$ cat src/hdl/scimg_consts.vh
// Constants for the system-control interrupt mask stage
// Contract
// - PLL-lock enable bit 6 with its raw flag set raises the interrupt.
// - Current-limit enable bit 5 with its raw flag set raises the interrupt.
// - Internal-oscillator-fault enable bit 4 with raw flag raises the interrupt.
// - Main-oscillator-fault enable bit 3 with raw flag raises the interrupt.
// - Regulator-unregulated enable bit 2 with raw flag raises the interrupt.
// - Brown-out enable bit 1 with raw flag raises the interrupt while reset selection is cleared.
// - PLL-fault enable bit 0 with raw flag raises the interrupt.
// - Mask bits 31 to 7 are read-only; writes there do nothing.
// - Raw flags are set only by hardware, never by a raw register write.
// - Masked status equals raw AND enable, with brown-out also gated off by reset selection, and drives the interrupt.
// - Writing one to a masked bit clears it and its raw flag.
// - Brown-out interrupts only when enabled and reset selection is cleared.
`ifndef SCIMG_CONSTS_VH
`define SCIMG_CONSTS_VH

`define SCIMG_NUM_SRC 7
`define SCIMG_ADDR_W 12
`define SCIMG_DATA_W 32

`define SCIMG_OFF_RAW_STATUS 12'h050
`define SCIMG_OFF_ENABLE_MASK 12'h054
`define SCIMG_OFF_MASKED_STATUS 12'h058
`define SCIMG_OFF_BROWNOUT_CTRL 12'h070

`define SCIMG_BIT_PLL_FAULT 0
`define SCIMG_BIT_BROWNOUT 1
`define SCIMG_BIT_REGULATOR 2
`define SCIMG_BIT_MAIN_OSC 3
`define SCIMG_BIT_INT_OSC 4
`define SCIMG_BIT_CURRENT_LIMIT 5
`define SCIMG_BIT_PLL_LOCK 6
`define SCIMG_BIT_BOR_RESET_SELECT 1

`define SCIMG_RST_ENABLE_MASK 7'h00
`define SCIMG_RST_RAW_STATUS 7'h00
`define SCIMG_RST_BOR_SELECT 1'b0
`define SCIMG_READ_ZERO 32'h00000000

`endif

$ cat src/hdl/scimg_event_sync.v
// Three-stage synchroniser with agreement filter for detector levels
`timescale 1ns/1ps
`include "scimg_consts.vh"
module scimg_event_sync (
  input wire clock,
  input wire rst_n,
  input wire [`SCIMG_NUM_SRC-1:0] eventIn,
  output wire [`SCIMG_NUM_SRC-1:0] eventLevel,
  output wire [`SCIMG_NUM_SRC-1:0] eventRise
);
  reg [`SCIMG_NUM_SRC-1:0] stage1_q;
  reg [`SCIMG_NUM_SRC-1:0] stage2_q;
  reg [`SCIMG_NUM_SRC-1:0] stage3_q;
  reg [`SCIMG_NUM_SRC-1:0] level_q;
  wire [`SCIMG_NUM_SRC-1:0] agree;
  wire [`SCIMG_NUM_SRC-1:0] level_d;

  // Only stages two and three are compared; stage one may be metastable
  assign agree = ~(stage2_q ^ stage3_q);
  assign level_d = (agree & stage3_q) | (~agree & level_q);
  assign eventRise = level_d & ~level_q;
  assign eventLevel = level_q;

  always @(posedge clock) begin
    if (!rst_n) begin
      stage1_q <= {`SCIMG_NUM_SRC{1'b0}};
      stage2_q <= {`SCIMG_NUM_SRC{1'b0}};
      stage3_q <= {`SCIMG_NUM_SRC{1'b0}};
      level_q <= {`SCIMG_NUM_SRC{1'b0}};
    end else begin
      stage1_q <= eventIn;
      stage2_q <= stage1_q;
      stage3_q <= stage2_q;
      level_q <= level_d;
    end
  end
endmodule // scimg_event_sync

$ cat src/hdl/scimg_interrupt_mask_gate.v
// System-control interrupt mask stage with APB register slave
//
// Added by the designer: the APB interface to the registers.
`timescale 1ns/1ps
`include "scimg_consts.vh"
module scimg_interrupt_mask_gate (
  input wire clock,
  input wire rst_n,
  input wire psel,
  input wire penable,
  input wire pwrite,
  input wire [`SCIMG_ADDR_W-1:0] paddr,
  input wire [`SCIMG_DATA_W-1:0] pwdata,
  input wire [3:0] pstrb,
  output wire pready,
  output wire [`SCIMG_DATA_W-1:0] prdata,
  output wire pslverr,
  input wire pllLockEvent,
  input wire currentLimitEvent,
  input wire internalOscFaultEvent,
  input wire mainOscFaultEvent,
  input wire regulatorUnregulatedEvent,
  input wire brownoutEvent,
  input wire pllFaultEvent,
  output wire irqReq,
  output wire brownoutResetReq,
  output wire [`SCIMG_NUM_SRC-1:0] maskedStatus
);

  // Address match on the word; the two low address bits are ignored
  function addrIs;
    input [`SCIMG_ADDR_W-1:0] addr;
    input [`SCIMG_ADDR_W-1:0] offset;
    begin
      addrIs = (addr[`SCIMG_ADDR_W-1:2] == offset[`SCIMG_ADDR_W-1:2]);
    end
  endfunction

  function mapped;
    input [`SCIMG_ADDR_W-1:0] addr;
    begin
      mapped = addrIs(addr, `SCIMG_OFF_RAW_STATUS)
        | addrIs(addr, `SCIMG_OFF_ENABLE_MASK)
        | addrIs(addr, `SCIMG_OFF_MASKED_STATUS)
        | addrIs(addr, `SCIMG_OFF_BROWNOUT_CTRL);
    end
  endfunction

  // Seven sources widened to a bus word, upper bits zero
  function [`SCIMG_DATA_W-1:0] widen;
    input [`SCIMG_NUM_SRC-1:0] bits;
    begin
      widen = {{(`SCIMG_DATA_W-`SCIMG_NUM_SRC){1'b0}}, bits};
    end
  endfunction

  wire [`SCIMG_NUM_SRC-1:0] eventPins;
  wire [`SCIMG_NUM_SRC-1:0] eventLevel;
  wire [`SCIMG_NUM_SRC-1:0] eventRise;

  reg [`SCIMG_NUM_SRC-1:0] enableMask_q;
  reg [`SCIMG_NUM_SRC-1:0] enableMask_d;
  reg [`SCIMG_NUM_SRC-1:0] rawStatus_q;
  reg [`SCIMG_NUM_SRC-1:0] rawStatus_d;
  reg borResetSelect_q;
  reg borResetSelect_d;
  reg [`SCIMG_NUM_SRC-1:0] masked_q;
  reg [`SCIMG_NUM_SRC-1:0] masked_d;
  reg irq_q;
  reg irq_d;
  reg borReset_q;
  reg borReset_d;
  reg [`SCIMG_DATA_W-1:0] rdata_q;
  reg [`SCIMG_DATA_W-1:0] rdata_d;
  reg slverr_q;
  reg slverr_d;

  wire setupPhase;
  wire accessPhase;
  wire writeAccess;
  wire lowByteWrite;
  wire writeEnableMask;
  wire writeMaskedClear;
  wire writeBorControl;
  wire [`SCIMG_NUM_SRC-1:0] clearRequest;
  wire [`SCIMG_NUM_SRC-1:0] gateMask;

  assign eventPins[`SCIMG_BIT_PLL_LOCK] = pllLockEvent;
  assign eventPins[`SCIMG_BIT_CURRENT_LIMIT] = currentLimitEvent;
  assign eventPins[`SCIMG_BIT_INT_OSC] = internalOscFaultEvent;
  assign eventPins[`SCIMG_BIT_MAIN_OSC] = mainOscFaultEvent;
  assign eventPins[`SCIMG_BIT_REGULATOR] = regulatorUnregulatedEvent;
  assign eventPins[`SCIMG_BIT_BROWNOUT] = brownoutEvent;
  assign eventPins[`SCIMG_BIT_PLL_FAULT] = pllFaultEvent;

  // Detectors may sit on other oscillators, so every event is synchronised
  scimg_event_sync eventSync (
    .clock(clock),
    .rst_n(rst_n),
    .eventIn(eventPins),
    .eventLevel(eventLevel),
    .eventRise(eventRise)
  );

  // Zero wait states: read data is captured in the setup cycle
  assign setupPhase = psel & ~penable;
  assign accessPhase = psel & penable;
  assign pready = 1'b1;
  assign prdata = rdata_q;
  assign pslverr = slverr_q;
  assign writeAccess = accessPhase & pwrite;
  // All live fields sit in byte lane zero
  assign lowByteWrite = writeAccess & pstrb[0];
  assign writeEnableMask = lowByteWrite & addrIs(paddr, `SCIMG_OFF_ENABLE_MASK);
  assign writeMaskedClear = lowByteWrite & addrIs(paddr, `SCIMG_OFF_MASKED_STATUS);
  assign writeBorControl = lowByteWrite & addrIs(paddr, `SCIMG_OFF_BROWNOUT_CTRL);

  assign clearRequest = writeMaskedClear ? pwdata[`SCIMG_NUM_SRC-1:0]
    : {`SCIMG_NUM_SRC{1'b0}};

  // Enable mask register
  always @* begin
    enableMask_d = enableMask_q;
    if (writeEnableMask) begin
      enableMask_d = pwdata[`SCIMG_NUM_SRC-1:0];
    end
  end

  // Brown-out reset selection
  always @* begin
    borResetSelect_d = borResetSelect_q;
    if (writeBorControl) begin
      borResetSelect_d = pwdata[`SCIMG_BIT_BOR_RESET_SELECT];
    end
  end

  // Raw flags: a new detection in the clearing cycle survives the clear
  always @* begin
    rawStatus_d = (rawStatus_q & ~clearRequest) | eventRise;
  end

  // Gate for every source; brown-out is withheld while it is routed to reset
  // Brown-out reset route
  assign gateMask = {enableMask_d[`SCIMG_BIT_PLL_LOCK],
    enableMask_d[`SCIMG_BIT_CURRENT_LIMIT],
    enableMask_d[`SCIMG_BIT_INT_OSC],
    enableMask_d[`SCIMG_BIT_MAIN_OSC],
    enableMask_d[`SCIMG_BIT_REGULATOR],
    enableMask_d[`SCIMG_BIT_BROWNOUT] & ~borResetSelect_d,
    enableMask_d[`SCIMG_BIT_PLL_FAULT]};

  always @* begin
    masked_d = {`SCIMG_NUM_SRC{1'b0}};
    masked_d = rawStatus_d & gateMask;
    masked_d[`SCIMG_BIT_PLL_LOCK] = rawStatus_d[`SCIMG_BIT_PLL_LOCK]
      & gateMask[`SCIMG_BIT_PLL_LOCK];
    masked_d[`SCIMG_BIT_CURRENT_LIMIT] = rawStatus_d[`SCIMG_BIT_CURRENT_LIMIT]
      & gateMask[`SCIMG_BIT_CURRENT_LIMIT];
    masked_d[`SCIMG_BIT_INT_OSC] = rawStatus_d[`SCIMG_BIT_INT_OSC]
      & gateMask[`SCIMG_BIT_INT_OSC];
    masked_d[`SCIMG_BIT_MAIN_OSC] = rawStatus_d[`SCIMG_BIT_MAIN_OSC]
      & gateMask[`SCIMG_BIT_MAIN_OSC];
    masked_d[`SCIMG_BIT_REGULATOR] = rawStatus_d[`SCIMG_BIT_REGULATOR]
      & gateMask[`SCIMG_BIT_REGULATOR];
    masked_d[`SCIMG_BIT_BROWNOUT] = rawStatus_d[`SCIMG_BIT_BROWNOUT]
      & gateMask[`SCIMG_BIT_BROWNOUT];
    masked_d[`SCIMG_BIT_PLL_FAULT] = rawStatus_d[`SCIMG_BIT_PLL_FAULT]
      & gateMask[`SCIMG_BIT_PLL_FAULT];
  end

  // Request registered from next state so it tracks the status exactly
  always @* begin
    irq_d = |masked_d;
    // Reset request follows the live level, not the sticky flag
    borReset_d = eventLevel[`SCIMG_BIT_BROWNOUT] & borResetSelect_d;
  end

  // Read data mux, sampled during the setup cycle
  always @* begin
    rdata_d = rdata_q;
    slverr_d = 1'b0;
    if (setupPhase) begin
      rdata_d = `SCIMG_READ_ZERO;
      slverr_d = ~mapped(paddr);
      if (!pwrite) begin
        if (addrIs(paddr, `SCIMG_OFF_RAW_STATUS)) begin
          rdata_d = widen(rawStatus_q);
        end else if (addrIs(paddr, `SCIMG_OFF_ENABLE_MASK)) begin
          rdata_d = widen(enableMask_q);
        end else if (addrIs(paddr, `SCIMG_OFF_MASKED_STATUS)) begin
          rdata_d = widen(masked_q);
        end else if (addrIs(paddr, `SCIMG_OFF_BROWNOUT_CTRL)) begin
          rdata_d[`SCIMG_BIT_BOR_RESET_SELECT] = borResetSelect_q;
        end
      end
    end else if (accessPhase) begin
      slverr_d = slverr_q;
    end
  end

  always @(posedge clock) begin
    if (!rst_n) begin
      enableMask_q <= `SCIMG_RST_ENABLE_MASK;
      rawStatus_q <= `SCIMG_RST_RAW_STATUS;
      borResetSelect_q <= `SCIMG_RST_BOR_SELECT;
      masked_q <= {`SCIMG_NUM_SRC{1'b0}};
      irq_q <= 1'b0;
      borReset_q <= 1'b0;
      rdata_q <= `SCIMG_READ_ZERO;
      slverr_q <= 1'b0;
    end else begin
      enableMask_q <= enableMask_d;
      rawStatus_q <= rawStatus_d;
      borResetSelect_q <= borResetSelect_d;
      masked_q <= masked_d;
      irq_q <= irq_d;
      borReset_q <= borReset_d;
      rdata_q <= rdata_d;
      slverr_q <= slverr_d;
    end
  end

  assign irqReq = irq_q;
  assign brownoutResetReq = borReset_q;
  assign maskedStatus = masked_q;

endmodule // scimg_interrupt_mask_gate

$ cat config.mk
export PLATFORM = sky130hd
export DESIGN_NAME = scimg_interrupt_mask_gate
export DESIGN_NICKNAME = d
export VERILOG_FILES = /design/src/hdl/scimg_event_sync.v /design/src/hdl/scimg_interrupt_mask_gate.v
export VERILOG_INCLUDE_DIRS = /design/src /design/src/hdl
export SDC_FILE = /design/constraint.sdc
export NUM_CORES = 1
export LEC_CHECK = 0
export BUFFER_PORTS_ARGS = -buffer_cell sky130_fd_sc_hd__buf_2
export CORE_MARGIN = 4
export CORE_UTILIZATION = 48
export DETAILED_ROUTE_END_ITERATION = 8
export PLACE_DENSITY = 0.8
export SYNTH_ARGS = -nofsm -noshare
export SYNTH_HDL_FRONTEND = slang
export SYNTH_SLANG_ARGS = --single-unit
export TNS_END_PERCENT = 100
$ cat constraint.sdc
create_clock -name clock -period 2.8 [get_ports clock]
set_input_delay 0 -clock clock [delete_from_list [all_inputs] [get_ports clock]]
set_output_delay 0 -clock clock [all_outputs]
set_load 0.03 [all_outputs]
**Word level (Yosys, flattened, before mapping)**

Index checks and enable logic that the tools add are counted.

- Bitwise logic cells: 33
- Multiplexer cells: 12
- Equal/unequal tests: 5
- Reductions and logical operators: 1

Operator list:

| kind | number |
|---|---|
| 10-bit by 5-bit equality test with 1-bit output, second input constant | 4 |
| 7-bit two-way mux | 5 |
| 7-bit AND | 4 |
| 7-bit inverter | 4 |
| 1-bit AND | 16 |
| 7-bit OR | 2 |
| 7-bit OR reduction | 1 |
| 7-bit bitwise XOR | 1 |
| 1-bit two-way mux | 6 |
| 5-bit two-way mux | 1 |
| 1-bit inverter | 3 |
| 1-bit OR | 3 |
| 2-bit inequality test, second input constant | 1 |

- Input port bits: 60
- Register bits after elaboration: 85
- Output and inout bits: 43
- Word-level logic and storage cells: 63

**Longest topological paths before layout**

Gate-level depths: netlist of the first run.

- Depth after elaboration: 10
- Gate-level depth with buffers: 7
- Depth with buffers taken out: 5

**Hierarchy**

From an unflattened synthesis of the first run, not the netlist that was laid out.

- Cells, all modules: 277
- Area, all modules: 2587.5 um^2

Modules (own cells, without submodules):

| module | cells each | sequential area each (um^2) | times used | area an instance (um^2) |
|---|---|---|---|---|
| scimg_interrupt_mask_gate | 190 | 640.6 | 1 | 1714.1 |
| scimg_event_sync | 87 | 560.5 | 1 | 873.3 |

**Worst setup path before layout of the first run**

No wires, ideal clock.

- Path type: input to register
- Start point: input port paddr[9]
- End point: register irq_q, in the netlist irqReq
- Buffers on the path: 0
- Setup slack: 0.720 ns
- Setup time: 0.125 ns
- Required time: 2.675 ns
- Cell stages on the path: 5
- Data arrival time: 1.954 ns
- Cell sequence: or4b_4 > nor4_4 > mux2_1 > and3_1 > o41a_1

- Cells in the longest elaborated chain, start to end: 8
- Elaborated cells between the ends (all ways): 22
- Classes of those cells: eq/ne: 3; mux: 3; bitwise: 15; reduce/logical: 1

RTL lines:

| item | line | text |
|---|---|---|
| start, declared | scimg_interrupt_mask_gate.v:12 | `` input wire [`SCIMG_ADDR_W-1:0] paddr, `` |
| 10-bit by 5-bit equality test with 1-bit output | scimg_interrupt_mask_gate.v:35 | `` addrIs = (addr[`SCIMG_ADDR_W-1:2] == offset[`SCIMG_ADDR_W-1:2]); `` |
| 1-bit AND | scimg_interrupt_mask_gate.v:115 | `` assign writeMaskedClear = lowByteWrite & addrIs(paddr, `SCIMG_OFF_MASKED_STATUS); `` |
| 7-bit two-way mux | scimg_interrupt_mask_gate.v:118 | `` assign clearRequest = writeMaskedClear ? pwdata[`SCIMG_NUM_SRC-1:0] `` |
| 7-bit inverter | scimg_interrupt_mask_gate.v:139 | `rawStatus_d = (rawStatus_q & ~clearRequest) \| eventRise;` |
| 7-bit AND | scimg_interrupt_mask_gate.v:139 |  |
| 7-bit OR | scimg_interrupt_mask_gate.v:139 |  |
| 1-bit AND (tied with other cells) | scimg_interrupt_mask_gate.v:167 | `` masked_d[`SCIMG_BIT_PLL_FAULT] = rawStatus_d[`SCIMG_BIT_PLL_FAULT] `` |
| 7-bit OR reduction (*) | scimg_interrupt_mask_gate.v:173 | `irq_d = \|masked_d;` |
| end signal, assigned | scimg_interrupt_mask_gate.v:216 | `irq_q <= irq_d;` |
| end, declared | scimg_interrupt_mask_gate.v:69 | `reg irq_q;` |

Every way passes the cells marked *; elsewhere a longest branch is shown, timed or not.
A chain may end at the register's enable or synchronous reset.

**Worst setup path after layout of the first run**

- Start point: input port psel
- End point: register irq_q, in the netlist irqReq

- Cells in the longest elaborated chain, start to end: 10
- Elaborated cells between the ends (all ways): 22
- Classes of those cells: mux: 3; bitwise: 18; reduce/logical: 1

RTL lines:

| item | line | text |
|---|---|---|
| start, declared | scimg_interrupt_mask_gate.v:9 | `input wire psel,` |
| 1-bit AND (*) | scimg_interrupt_mask_gate.v:107 | `assign accessPhase = psel & penable;` |
| 1-bit AND (*) | scimg_interrupt_mask_gate.v:111 | `assign writeAccess = accessPhase & pwrite;` |
| 1-bit AND (*) | scimg_interrupt_mask_gate.v:113 | `assign lowByteWrite = writeAccess & pstrb[0];` |
| 1-bit AND | scimg_interrupt_mask_gate.v:115 |  |
| 7-bit two-way mux | scimg_interrupt_mask_gate.v:118 |  |
| 7-bit inverter | scimg_interrupt_mask_gate.v:139 |  |
| 7-bit AND | scimg_interrupt_mask_gate.v:139 |  |
| 7-bit OR | scimg_interrupt_mask_gate.v:139 |  |
| 1-bit AND (tied with other cells) | scimg_interrupt_mask_gate.v:167 |  |
| 7-bit OR reduction (*) | scimg_interrupt_mask_gate.v:173 |  |

Marks and branches as above.

==> run_results.csv, run 1 <==
group,metric,value,unit
status,status,"complete, no violations",
cells_and_area,syn_to_final_growth,18.0,%
global_route,grt_use_total,0.149,
clock_network,clk_pin_slew,60,ps
pwr,pwr-share-comb,0.077,
detailed_routing,drc,0,
clock_network,h-tree-depth,3,
pwr,seq_power_share,0.507,
floorplan,io_pins,103,
floorplan,initial_core_util,0.495,
floorplan,core,5110,sq um
worst_setup_path,arrival,2390,ps
logic_synthesis,synth_flop_cell,"dfxtp_1",
detailed_routing,via_per_inst,4.59,
worst_setup_path,crit_path_max_fanout,6,
logic_synthesis,synth_warnings,0,
logic_synthesis,postSynthCellCount,268,
timing,holdWs,24.4,ps
worst_setup_path,worstSetupEndpointType,"flip-flop",
timing,rsz0062_at_grt,"false",
clock_network,clkLatencyLatePin,330,ps
clock_network,ctsResizeCount,0,
cells_and_area,layout.nets,383,
detailed_routing,totalWireLength,4.57,mm
pwr,p_int,1320,uW
global_route,grt_overflow,0,
detailed_routing,drt_pass1_iterations,5,
logic_synthesis,synth-async-reset-ratio,0,
detailed_routing,wl_met1,2.12,mm
cells_and_area,drive_above_1_share,0.207,
worst_setup_path,r2r_cells,5,
place,gp_congestion,0.751,
global_route,grt_pass1_vias,1652,
floorplan,num_rows,26,
timing,worst_pin_slew,643,ps
floorplan,die-area,6490,sq um
logic_synthesis,yosysUniqueCellTypes,36,
logic_synthesis,syn_area,2530,sq um
worst_setup_path,crit_path_start_kind,"primary input",
floorplan,die-width,80.5,microns
global_route,grt_max_degree,49,
worst_setup_path,worstPathRequired,2990,ps
timing,final.setup.tns,0,ps
clock_network,cts.sinks,60,
global_route,grt_pass1_wl,7.33,mm
pwr,power-per-cell-area,580,nW/um^2
timing,max_freq,455,MHz
timing,fin_skew,8.57,ps
global_route,antenna_found_initial,0,
logic_synthesis,synth_edf_count,0,
timing,period_needed,2200,ps
detailed_routing,routed-via-count,1828,
pwr,p_switching,408,uW
timing,period_share,0.785,
clock_network,postCtsSetupRepairBufs,0,
worst_setup_path,path_class,"primary input to flip-flop",
job,maxCapViolations,0,
pwr,p_clk_frac,0.416,
min_path,hp-class,"primary input to flip-flop",
clock_network,clockBufferDepth,2,
timing,finalSetupViolCount,0,
clock_network,clockRootBuffer,"clkbuf_8",
pwr,power.leakage,0.00124,uW
timing,drv_slew,0,
place,port_buffers,46,
min_path,hold_depth,3,
clock_network,cts_tree,"yes",
floorplan,die_y,80.5,microns
pwr,ir_drop,0.000315,V
pwr,switching_share,0.236,
timing,hold_violations,0,
detailed_routing,routedWlPerCell,11.5,microns
logic_synthesis,ys_seq_elements,60,
cells_and_area,antenna_cells,0,
detailed_routing,ant_nets,0,
timing,slew_headroom,0.571,
detailed_routing,highest_layer,"met4",
detailed_routing,drt_iter0_drc,89,
clock_network,cts_made_buffers,9,
detailed_routing,met3_length,300,microns
detailed_routing,route.met2.wl,2.07,mm
place,dpl.hpwl,3.36,mm
worst_setup_path,reg2reg_slack,1420,ps
logic_synthesis,ys_seq_area_frac,0.475,
logic_synthesis,syn_area_per_cell,9.43,sq um
==> area by class of cell <==
cell class / count / area (sq um)
clock buffer: 11 / 131
clock inverter: 5 / 52.6
fill: 472 / 2130
inverter: 13 / 48.8
multi-input combinational: 182 / 1120
sequential: 60 / 1200
tap: 70 / 87.6
timing repair buffer: 57 / 338
==> routing by layer <==
metal | global-route usage | vias to the layer above
li1 | - | 958
met1 | 0.181 | 800
met2 | 0.228 | 61
met3 | 0.0549 | 9
met4 | 0.0760 | 0
met5 | 0 | -
==> power groups by stage <==
stage	registers [uW]	logic (uW)	clock network, uW
3_3_place_gp	894	120	0
3_5_place_dp	894	122	0
2_1_floorplan	894	117	0
6_report	875	133	720
5_1_grt	876	145	782
4_1_cts	875	132	742
==> critical path, cell delays in order <==
cell           delay [ps]
dlygate4sd3_1         520
buf_2                 130
nand4_1               190
or4b_1                730
a21oi_4               250
o22ai_1               130
o41a_1                450
==> layout by cell type, fill, tap and decap left out, drive strengths merged, types with 11 or more instances in the layout <==
cell type,count
dfxtp,60
nor2b,27
nand2,22
conb,26
inv,13
and2,26
a21oi,13
buf,47
clkbuf,11
==> cell usage after synthesis (3+ instances only) <==
cell / number / share of area
a21boi_0: 7 / 0.021
a21oi_1: 9 / 0.018
a21oi_2: 3 / 0.010
and2_1: 25 / 0.062
and3_1: 3 / 0.0074
buf_4: 26 / 0.077
clkbuf_1: 9 / 0.013
dfxtp_1: 60 / 0.48
inv_1: 13 / 0.019
mux2i_1: 9 / 0.036
nand2_1: 22 / 0.033
nand3b_1: 3 / 0.0089
nor2_1: 4 / 0.0059
nor2b_1: 27 / 0.067
o21ai_0: 10 / 0.020
o221ai_1: 6 / 0.021
o22ai_1: 8 / 0.020
==> per-stage QoR <==
stage / instances / util / power (uW) / instance area, sq um / worst slack [ps]
2_1_floorplan: 292 / - / 1010 / 2620 / 720
3_3_place_gp: 372 / 0.528 / 1010 / 2700 / 423
3_5_place_dp: 372 / 0.528 / 1020 / 2700 / 406
4_1_cts: 398 / 0.584 / 1750 / 2980 / 631
5_1_grt: 398 / 0.584 / 1800 / 2980 / 545
6_report: 398 / 0.584 / 1730 / 2980 / 603
==> cells by family after synthesis <==
family / count (synthesis) / synth area share
AO/OA/AOI/OAI: 48 / 0.131
multiplexers: 10 / 0.0401
buffers and inverters: 50 / 0.116
flip-flops: 60 / 0.475
other: 2 / 0.00297
AND/OR/NAND/NOR: 98 / 0.235
==> final timing paths <==
check | start | endpoint
setup / recovery | psel | irqReq
hold / removal | pwdata[0] | enableMask_q[0]
setup reg to reg | rawStatus_q[5] | irqReq
hold reg to reg | eventSync.stage1_q[0] | eventSync.stage2_q[0]
==> registers in the layout, indices dropped and copies added, names as in the netlist <==
register,flops
eventSync.stage2_q,7
borResetSelect_q,1
eventSync.stage1_q,7
irqReq,1
maskedStatus,7
brownoutResetReq,1
enableMask_q,7
prdata,7
eventSync.stage3_q,7
rawStatus_q,7
pslverr,1
eventSync.eventLevel,7
==> timing repair <==
item | 4_1_cts | 5_1_grt
hold endpoints to repair | 9 | 0
hold buffers | 10 | 0
endpoints found under the setup margin | 0 | 0
(Power assumes the default switching activity.)
==> run 2: changes to the inputs <==
--- a/config.mk
+++ b/config.mk
@@ -6,11 +6,12 @@
 export SDC_FILE = /design/constraint.sdc
 export NUM_CORES = 1
 export LEC_CHECK = 0
+export ABC_AREA = 1
 export BUFFER_PORTS_ARGS = -buffer_cell sky130_fd_sc_hd__buf_2
 export CORE_MARGIN = 4
-export CORE_UTILIZATION = 48
+export CORE_UTILIZATION = 43
 export DETAILED_ROUTE_END_ITERATION = 8
-export PLACE_DENSITY = 0.8
+export PLACE_DENSITY = 0.75
 export SYNTH_ARGS = -nofsm -noshare
 export SYNTH_HDL_FRONTEND = slang
 export SYNTH_SLANG_ARGS = --single-unit
==> constraint.sdc (replaced) <==
create_clock -name clock -period 1.9 [get_ports clock]
set_input_delay 0 -clock clock [delete_from_list [all_inputs] [get_ports clock]]
set_output_delay 0 -clock clock [all_outputs]
set_load 0.03 [all_outputs]
==> run 2 against run 1 <==
Via count up 15%. Hold slack worse by 17 ps. Sequential share of layout area down 2.3 points. Register-to-register slack worse by 650 ps. Cell area up 6.0%. Clock power up 62%. Total power up 54%. Cell count up 23%.
==> run_results.csv, run 2 <==
group,metric,value,unit
status,status,"complete, no violations",
floorplan,initial_core_util,0.441,
worst_setup_path,arrival,1760,ps
place,place_area,2800,sq um
logic_synthesis,yosys.cell_count.top_type,"nand2_1",
clock_network,clk_pin_slew,70,ps
clock_network,clockRootBuffer,"clkbuf_8",
worst_setup_path,startpoint,"psel",
logic_synthesis,synth_flop_cell,"dfxtp_1",
pwr,p_clk_frac,0.439,
job,maxCapViolations,0,
cells_and_area,layout.nets,468,
clock_network,cts.sinks,60,
floorplan,die_y,85.9,microns
timing,holdWs,7.18,ps
logic_synthesis,synth-async-reset-ratio,0,
cells_and_area,antenna_cells,0,
detailed_routing,via_per_inst,4.32,
global_route,grt_max_degree,34,
detailed_routing,drc,0,
detailed_routing,routedWlPerCell,10.4,microns
timing,hold_violations,0,
logic_synthesis,yosysUniqueCellTypes,26,
pwr,seq_power_share,0.482,
logic_synthesis,ys_seq_area_frac,0.460,
detailed_routing,drt_pass1_iterations,4,
worst_setup_path,reg2reg_slack,770,ps
timing,finalSetupViolCount,0,
worst_setup_path,crit_path_start_kind,"primary input",
place,port_buffers,46,
global_route,top_usage_layer,"met2",
timing,period_share,0.808,
global_route,met3_usage,0.0663,
global_route,grt_use_total,0.150,
pwr,p_int,1990,uW
global_route,antenna_found_initial,0,
detailed_routing,routed-via-count,2108,
clock_network,clockBufferDepth,2,
min_path,hp-class,"primary input to flip-flop",
cells_and_area,n_fill_cell,587,
timing,rsz0062_at_grt,"false",
pwr,power-per-cell-area,845,nW/um^2
logic_synthesis,synth_warnings,0,
detailed_routing,totalWireLength,5.06,mm
floorplan,num_rows,28,
floorplan,io_pins,103,
logic_synthesis,syn_area,2610,sq um
clock_network,clkLatencyLatePin,340,ps
pwr,power.leakage,0.00152,uW
place,dpl.hpwl,3.65,mm
place,gp_congestion,0.774,
logic_synthesis,syn_area_per_cell,7.59,sq um
logic_synthesis,synth_area_leaders,"dfxtp_1, nand2_1, buf_4, a21oi_1, inv_1",
logic_synthesis,postSynthCellCount,344,
detailed_routing,drt_iter0_drc,96,
timing,final.setup.tns,0,ps
cells_and_area,design_area,3160,sq um
pwr,ir_drop,0.000513,V
clock_network,ctsResizeCount,0,
logic_synthesis,synth_area_leader_cell,"dfxtp_1",
global_route,use_met1,0.158,
worst_setup_path,r2r-start,"pslverr",
global_route,grt_overflow,0,
cells_and_area,final_common_cell,"nand2_1",
clock_network,cts_made_buffers,9,
timing,drv_slew,0,
detailed_routing,ant_nets,0,
timing,period_needed,1540,ps
pwr,switching_share,0.254,
logic_synthesis,synth_top_area_frac,0.460,
floorplan,die-width,85.9,microns
cells_and_area,final_cell_mix,"nand2_1, dfxtp_1, inv_1",
min_path,hp-start,"pwdata[6]",
global_route,grt_use_met2,0.264,
worst_setup_path,crit_path_max_fanout,11,
cells_and_area,drive_above_1_share,0.191,
pwr,p_switching,677,uW
timing,max_freq,651,MHz
floorplan,die-area,7380,sq um
global_route,grt_pass1_wl,8.67,mm
clock_network,cts_tree,"yes",
worst_setup_path,worstPathRequired,2120,ps
place,place_ws,367,ps
floorplan,core,5920,sq um
global_route,grt_pass1_vias,2031,
clock_network,h-tree-depth,3,
logic_synthesis,synth_edf_count,0,
worst_setup_path,path_class,"primary input to flip-flop",
pwr,pwr-share-comb,0.078,
logic_synthesis,ys_seq_elements,60,
cells_and_area,syn_to_final_growth,21.0,%
timing,fin_skew,5.30,ps
worst_setup_path,worstSetupEndpointType,"flip-flop",
timing,timing.final.ws_setup,364,ps
logic_synthesis,synth_common_cells,"nand2_1, dfxtp_1, inv_1, a21oi_1, buf_4",
## run 2: final timing paths
kind	to	depth (start not counted)
worst max register to register	pslverr	3
worst min register to register	eventSync.stage2_q[4]	2
worst max-delay path	irqReq	11
worst min-delay path	rawStatus_q[6]	4
## run 2: cell families after synthesis
logic type / Yosys count / synth area share
and+or+nand+nor: 140 / 0.251
buffers and inverters: 85 / 0.167
DFF: 60 / 0.460
AOI/OAI and AO/OA: 57 / 0.119
other: 2 / 0.00288
## run 2: cell type report
cell class	count	area, sq um	share of cell area
clock buffers	10	138	0.0436
clock inverters	6	71.3	0.0226
inverters	50	189	0.0598
multi-input cells	223	1060	0.337
flip-flops and latches	60	1200	0.380
well taps	75	93.8	0.0297
repair buffers	64	403	0.128
## run 2: what timing repair did
action	4_1_cts	5_1_grt
endpoints found under the hold margin	15	0
buffers inserted	0	0
hold buffers	15	0
## run 2: metrics by stage
stage | std cells | total power (uW) | utilization
after global placement | 457 | 1500 | 0.473
after global routing | 488 | 2790 | 0.534
final | 488 | 2670 | 0.534
after CTS | 488 | 2710 | 0.534
after detailed placement | 457 | 1500 | 0.473
after floorplan | 368 | 1490 | -
## run 2: layer usage
layer | vias up | part of all wire | routed length [microns]
met5 | - | 0 | 0
met4 | 0 | 0.014 | 71
met3 | 7 | 0.059 | 296
met2 | 53 | 0.51 | 2580
met1 | 894 | 0.42 | 2110
li1 | 1154 | - | -
## run 2: power groups by stage
stage / Combinational [uW] / Sequential, uW / Clock, uW
finish: 209 / 1290 / 1170
floorplan: 174 / 1320 / 0
detailed placement: 186 / 1320 / 0
CTS: 209 / 1290 / 1210
global route: 232 / 1290 / 1270
global placement: 183 / 1320 / 0
## run 2: critical path, stage by stage
cell           delay, ps
dlygate4sd3_1        520
buf_2                120
nand2_1               90
nor2_4               320
nand3_4              190
nand2_1               90
o21ai_1               80
nand2_1              120
nand2_1               60
nor2_1                90
a21oi_1               70
==> run 3: changes to the inputs <==
--- a/config.mk
+++ b/config.mk
@@ -9,9 +9,9 @@
 export ABC_AREA = 1
 export BUFFER_PORTS_ARGS = -buffer_cell sky130_fd_sc_hd__buf_2
 export CORE_MARGIN = 4
-export CORE_UTILIZATION = 43
+export CORE_UTILIZATION = 48
 export DETAILED_ROUTE_END_ITERATION = 8
-export PLACE_DENSITY = 0.75
+export PLACE_DENSITY = 0.79
 export SYNTH_ARGS = -nofsm -noshare
 export SYNTH_HDL_FRONTEND = slang
 export SYNTH_SLANG_ARGS = --single-unit
==> constraint.sdc (replaced) <==
create_clock -name clock -period 1.45 [get_ports clock]
set_input_delay 0 -clock clock [delete_from_list [all_inputs] [get_ports clock]]
set_output_delay 0 -clock clock [all_outputs]
set_load 0.03 [all_outputs]
==> run 3 against run 2 <==
Clock-buffer cell count is 2 higher. Combinational power is 34% higher. Setup slack worse by 74 ps. Critical path type is now flip-flop to flip-flop. Core utilization is 7.9 points higher. Die area is 9.5% lower.
==> run_results.csv, run 3 (same netlist as run 2, synthesis figures left out) <==
group,metric,value,unit
clock_network,cts.sinks,60,
status,status,"complete, no violations",
worst_setup_path,reg2reg_slack,290,ps
global_route,grt_overflow,0,
global_route,grt_pass1_vias,1960,
global_route,grt_pass1_wl,7.98,mm
worst_setup_path,critPathTopFamily,"buffers and inverters",
clock_network,clockRootBuffer,"clkbuf_8",
global_route,met3_usage,0.0504,
place,place_ws,3.56,ps
clock_network,ctsResizeCount,0,
pwr,power.leakage,0.00154,uW
clock_network,clockBufferDepth,2,
worst_setup_path,worstPathRequired,1720,ps
min_path,hp-class,"primary input to flip-flop",
clock_network,postCtsSetupRepairBufs,0,
detailed_routing,totalWireLength,5.05,mm
clock_network,cts_tree,"yes",
timing,timing.final.ws_setup,291,ps
min_path,hp-start,"pwdata[6]",
cells_and_area,syn_to_final_growth,22.1,%
floorplan,die_y,81.8,microns
detailed_routing,drc,0,
worst_setup_path,path_class,"flip-flop to flip-flop",
timing,hold_violations,0,
clock_network,cts-hold-fix-buffers,15,
cells_and_area,antenna_cells,0,
cells_and_area,stdcell_count,487,
place,dpl.hpwl,3.63,mm
floorplan,die-area,6680,sq um
place,place_inst,456,
detailed_routing,via_per_inst,4.50,
floorplan,die-width,81.8,microns
worst_setup_path,crit_path_start_kind,"flip-flop",
pwr,ir_drop,0.000663,V
timing,max_freq,863,MHz
timing,finalSetupViolCount,0,
cells_and_area,final_cell_mix,"nand2_1, dfxtp_1, inv_1",
cells_and_area,final_common_cell,"nand2_1",
clock_network,cts_made_buffers,9,
detailed_routing,drt_iter0_drc,133,
global_route,top_usage_layer,"met2",
worst_setup_path,critPathMaxStageDelay,560,ps
global_route,grt_use_total,0.160,
floorplan,io_pins,103,
cells_and_area,layout.nets,472,
place,gp_congestion,0.791,
detailed_routing,routedWlPerCell,10.4,microns
clock_network,h-tree-depth,3,
worst_setup_path,crit_chain,"nand3_1 -> dlygate4sd3_1 -> a21oi_1",
clock_network,clkLatencyLatePin,330,ps
floorplan,core,5200,sq um
timing,period_needed,1160,ps
timing,final.setup.tns,0,ps
global_route,grt_use_met2,0.279,
cells_and_area,drive_above_1_share,0.197,
global_route,use_met1,0.171,
worst_setup_path,worstSetupEndpointType,"flip-flop",
floorplan,num_rows,26,
timing,period_share,0.800,
timing,fin_skew,8.38,ps
detailed_routing,ant_nets,0,
detailed_routing,drt_pass1_iterations,4,
cells_and_area,n_fill_cell,480,
floorplan,initial_core_util,0.502,
worst_setup_path,r2r-start,"pslverr",
detailed_routing,routed-via-count,2193,
worst_setup_path,arrival,1430,ps
worst_setup_path,startpoint,"pslverr",
job,maxCapViolations,0,
global_route,antenna_found_initial,0,
pwr,power-per-cell-area,1090,nW/um^2
timing,rsz0062_at_grt,"false",
worst_setup_path,cp_num_buf_inv,1,
place,port_buffers,46,
worst_setup_path,critPathSlowestCell,"dlygate4sd3_1",
global_route,grt_max_degree,34,
worst_setup_path,crit_path_max_fanout,2,
timing,drv_slew,0,
clock_network,clk_pin_slew,70,ps
-- run 3: changes by cell type in the layout (fill, tap and decap cells not counted), sizes merged --
cell      previous run  this run
buf                 49        53
clkbuf              10        12
inv                 49        47
clkinv               4         5
clkinvlp             2         1
-- run 3: routing by layer --
| metal | vias up | part of all wire |
|---|---|---|
| li1 | 1168 | - |
| met1 | 956 | 0.42 |
| met2 | 59 | 0.49 |
| met3 | 10 | 0.062 |
| met4 | 0 | 0.021 |
| met5 | - | 0 |
-- run 3: final timing paths --
path / to / cells past startpoint
setup / recovery: pslverr / 3
hold / removal: enableMask_q[6] / 5
setup reg to reg: pslverr / 3
hold reg to reg: eventSync.stage2_q[1] / 2
-- run 3: layout make-up --
class	instances	area (sq um)	share of cell area
Clock buffer	12	155	0.0486
Timing Repair Buffer	68	445	0.140
Inverter	50	189	0.0592
Multi-Input combinational cell	223	1060	0.333
Sequential cell	60	1200	0.377
Clock inverter	4	47.5	0.0149
Tap cell	70	87.6	0.0275
-- run 3: stage by stage --
step | utilization | total power, uW | area, sq um | hold WS, ps
global route | 0.613 | 3600 | 3190 | 26.8
finish | 0.613 | 3460 | 3190 | 23.5
CTS | 0.613 | 3510 | 3190 | 2.96
detailed placement | 0.545 | 1970 | 2840 | 184
floorplan | - | 1950 | 2700 | 97.6
global placement | 0.545 | 1970 | 2840 | 183
-- run 3: power breakdown --
part,switching [uW],internal (uW)
clock,612,881
sequential,13.7,1680
combinational,192,88.0
-- run 3: worst register-to-register path: cells and delay by family, from the launching register on --
family	cells	cell delay, ps
buf+inv	1	560
compound gates	1	140
simple gates	1	70
flops	1	320
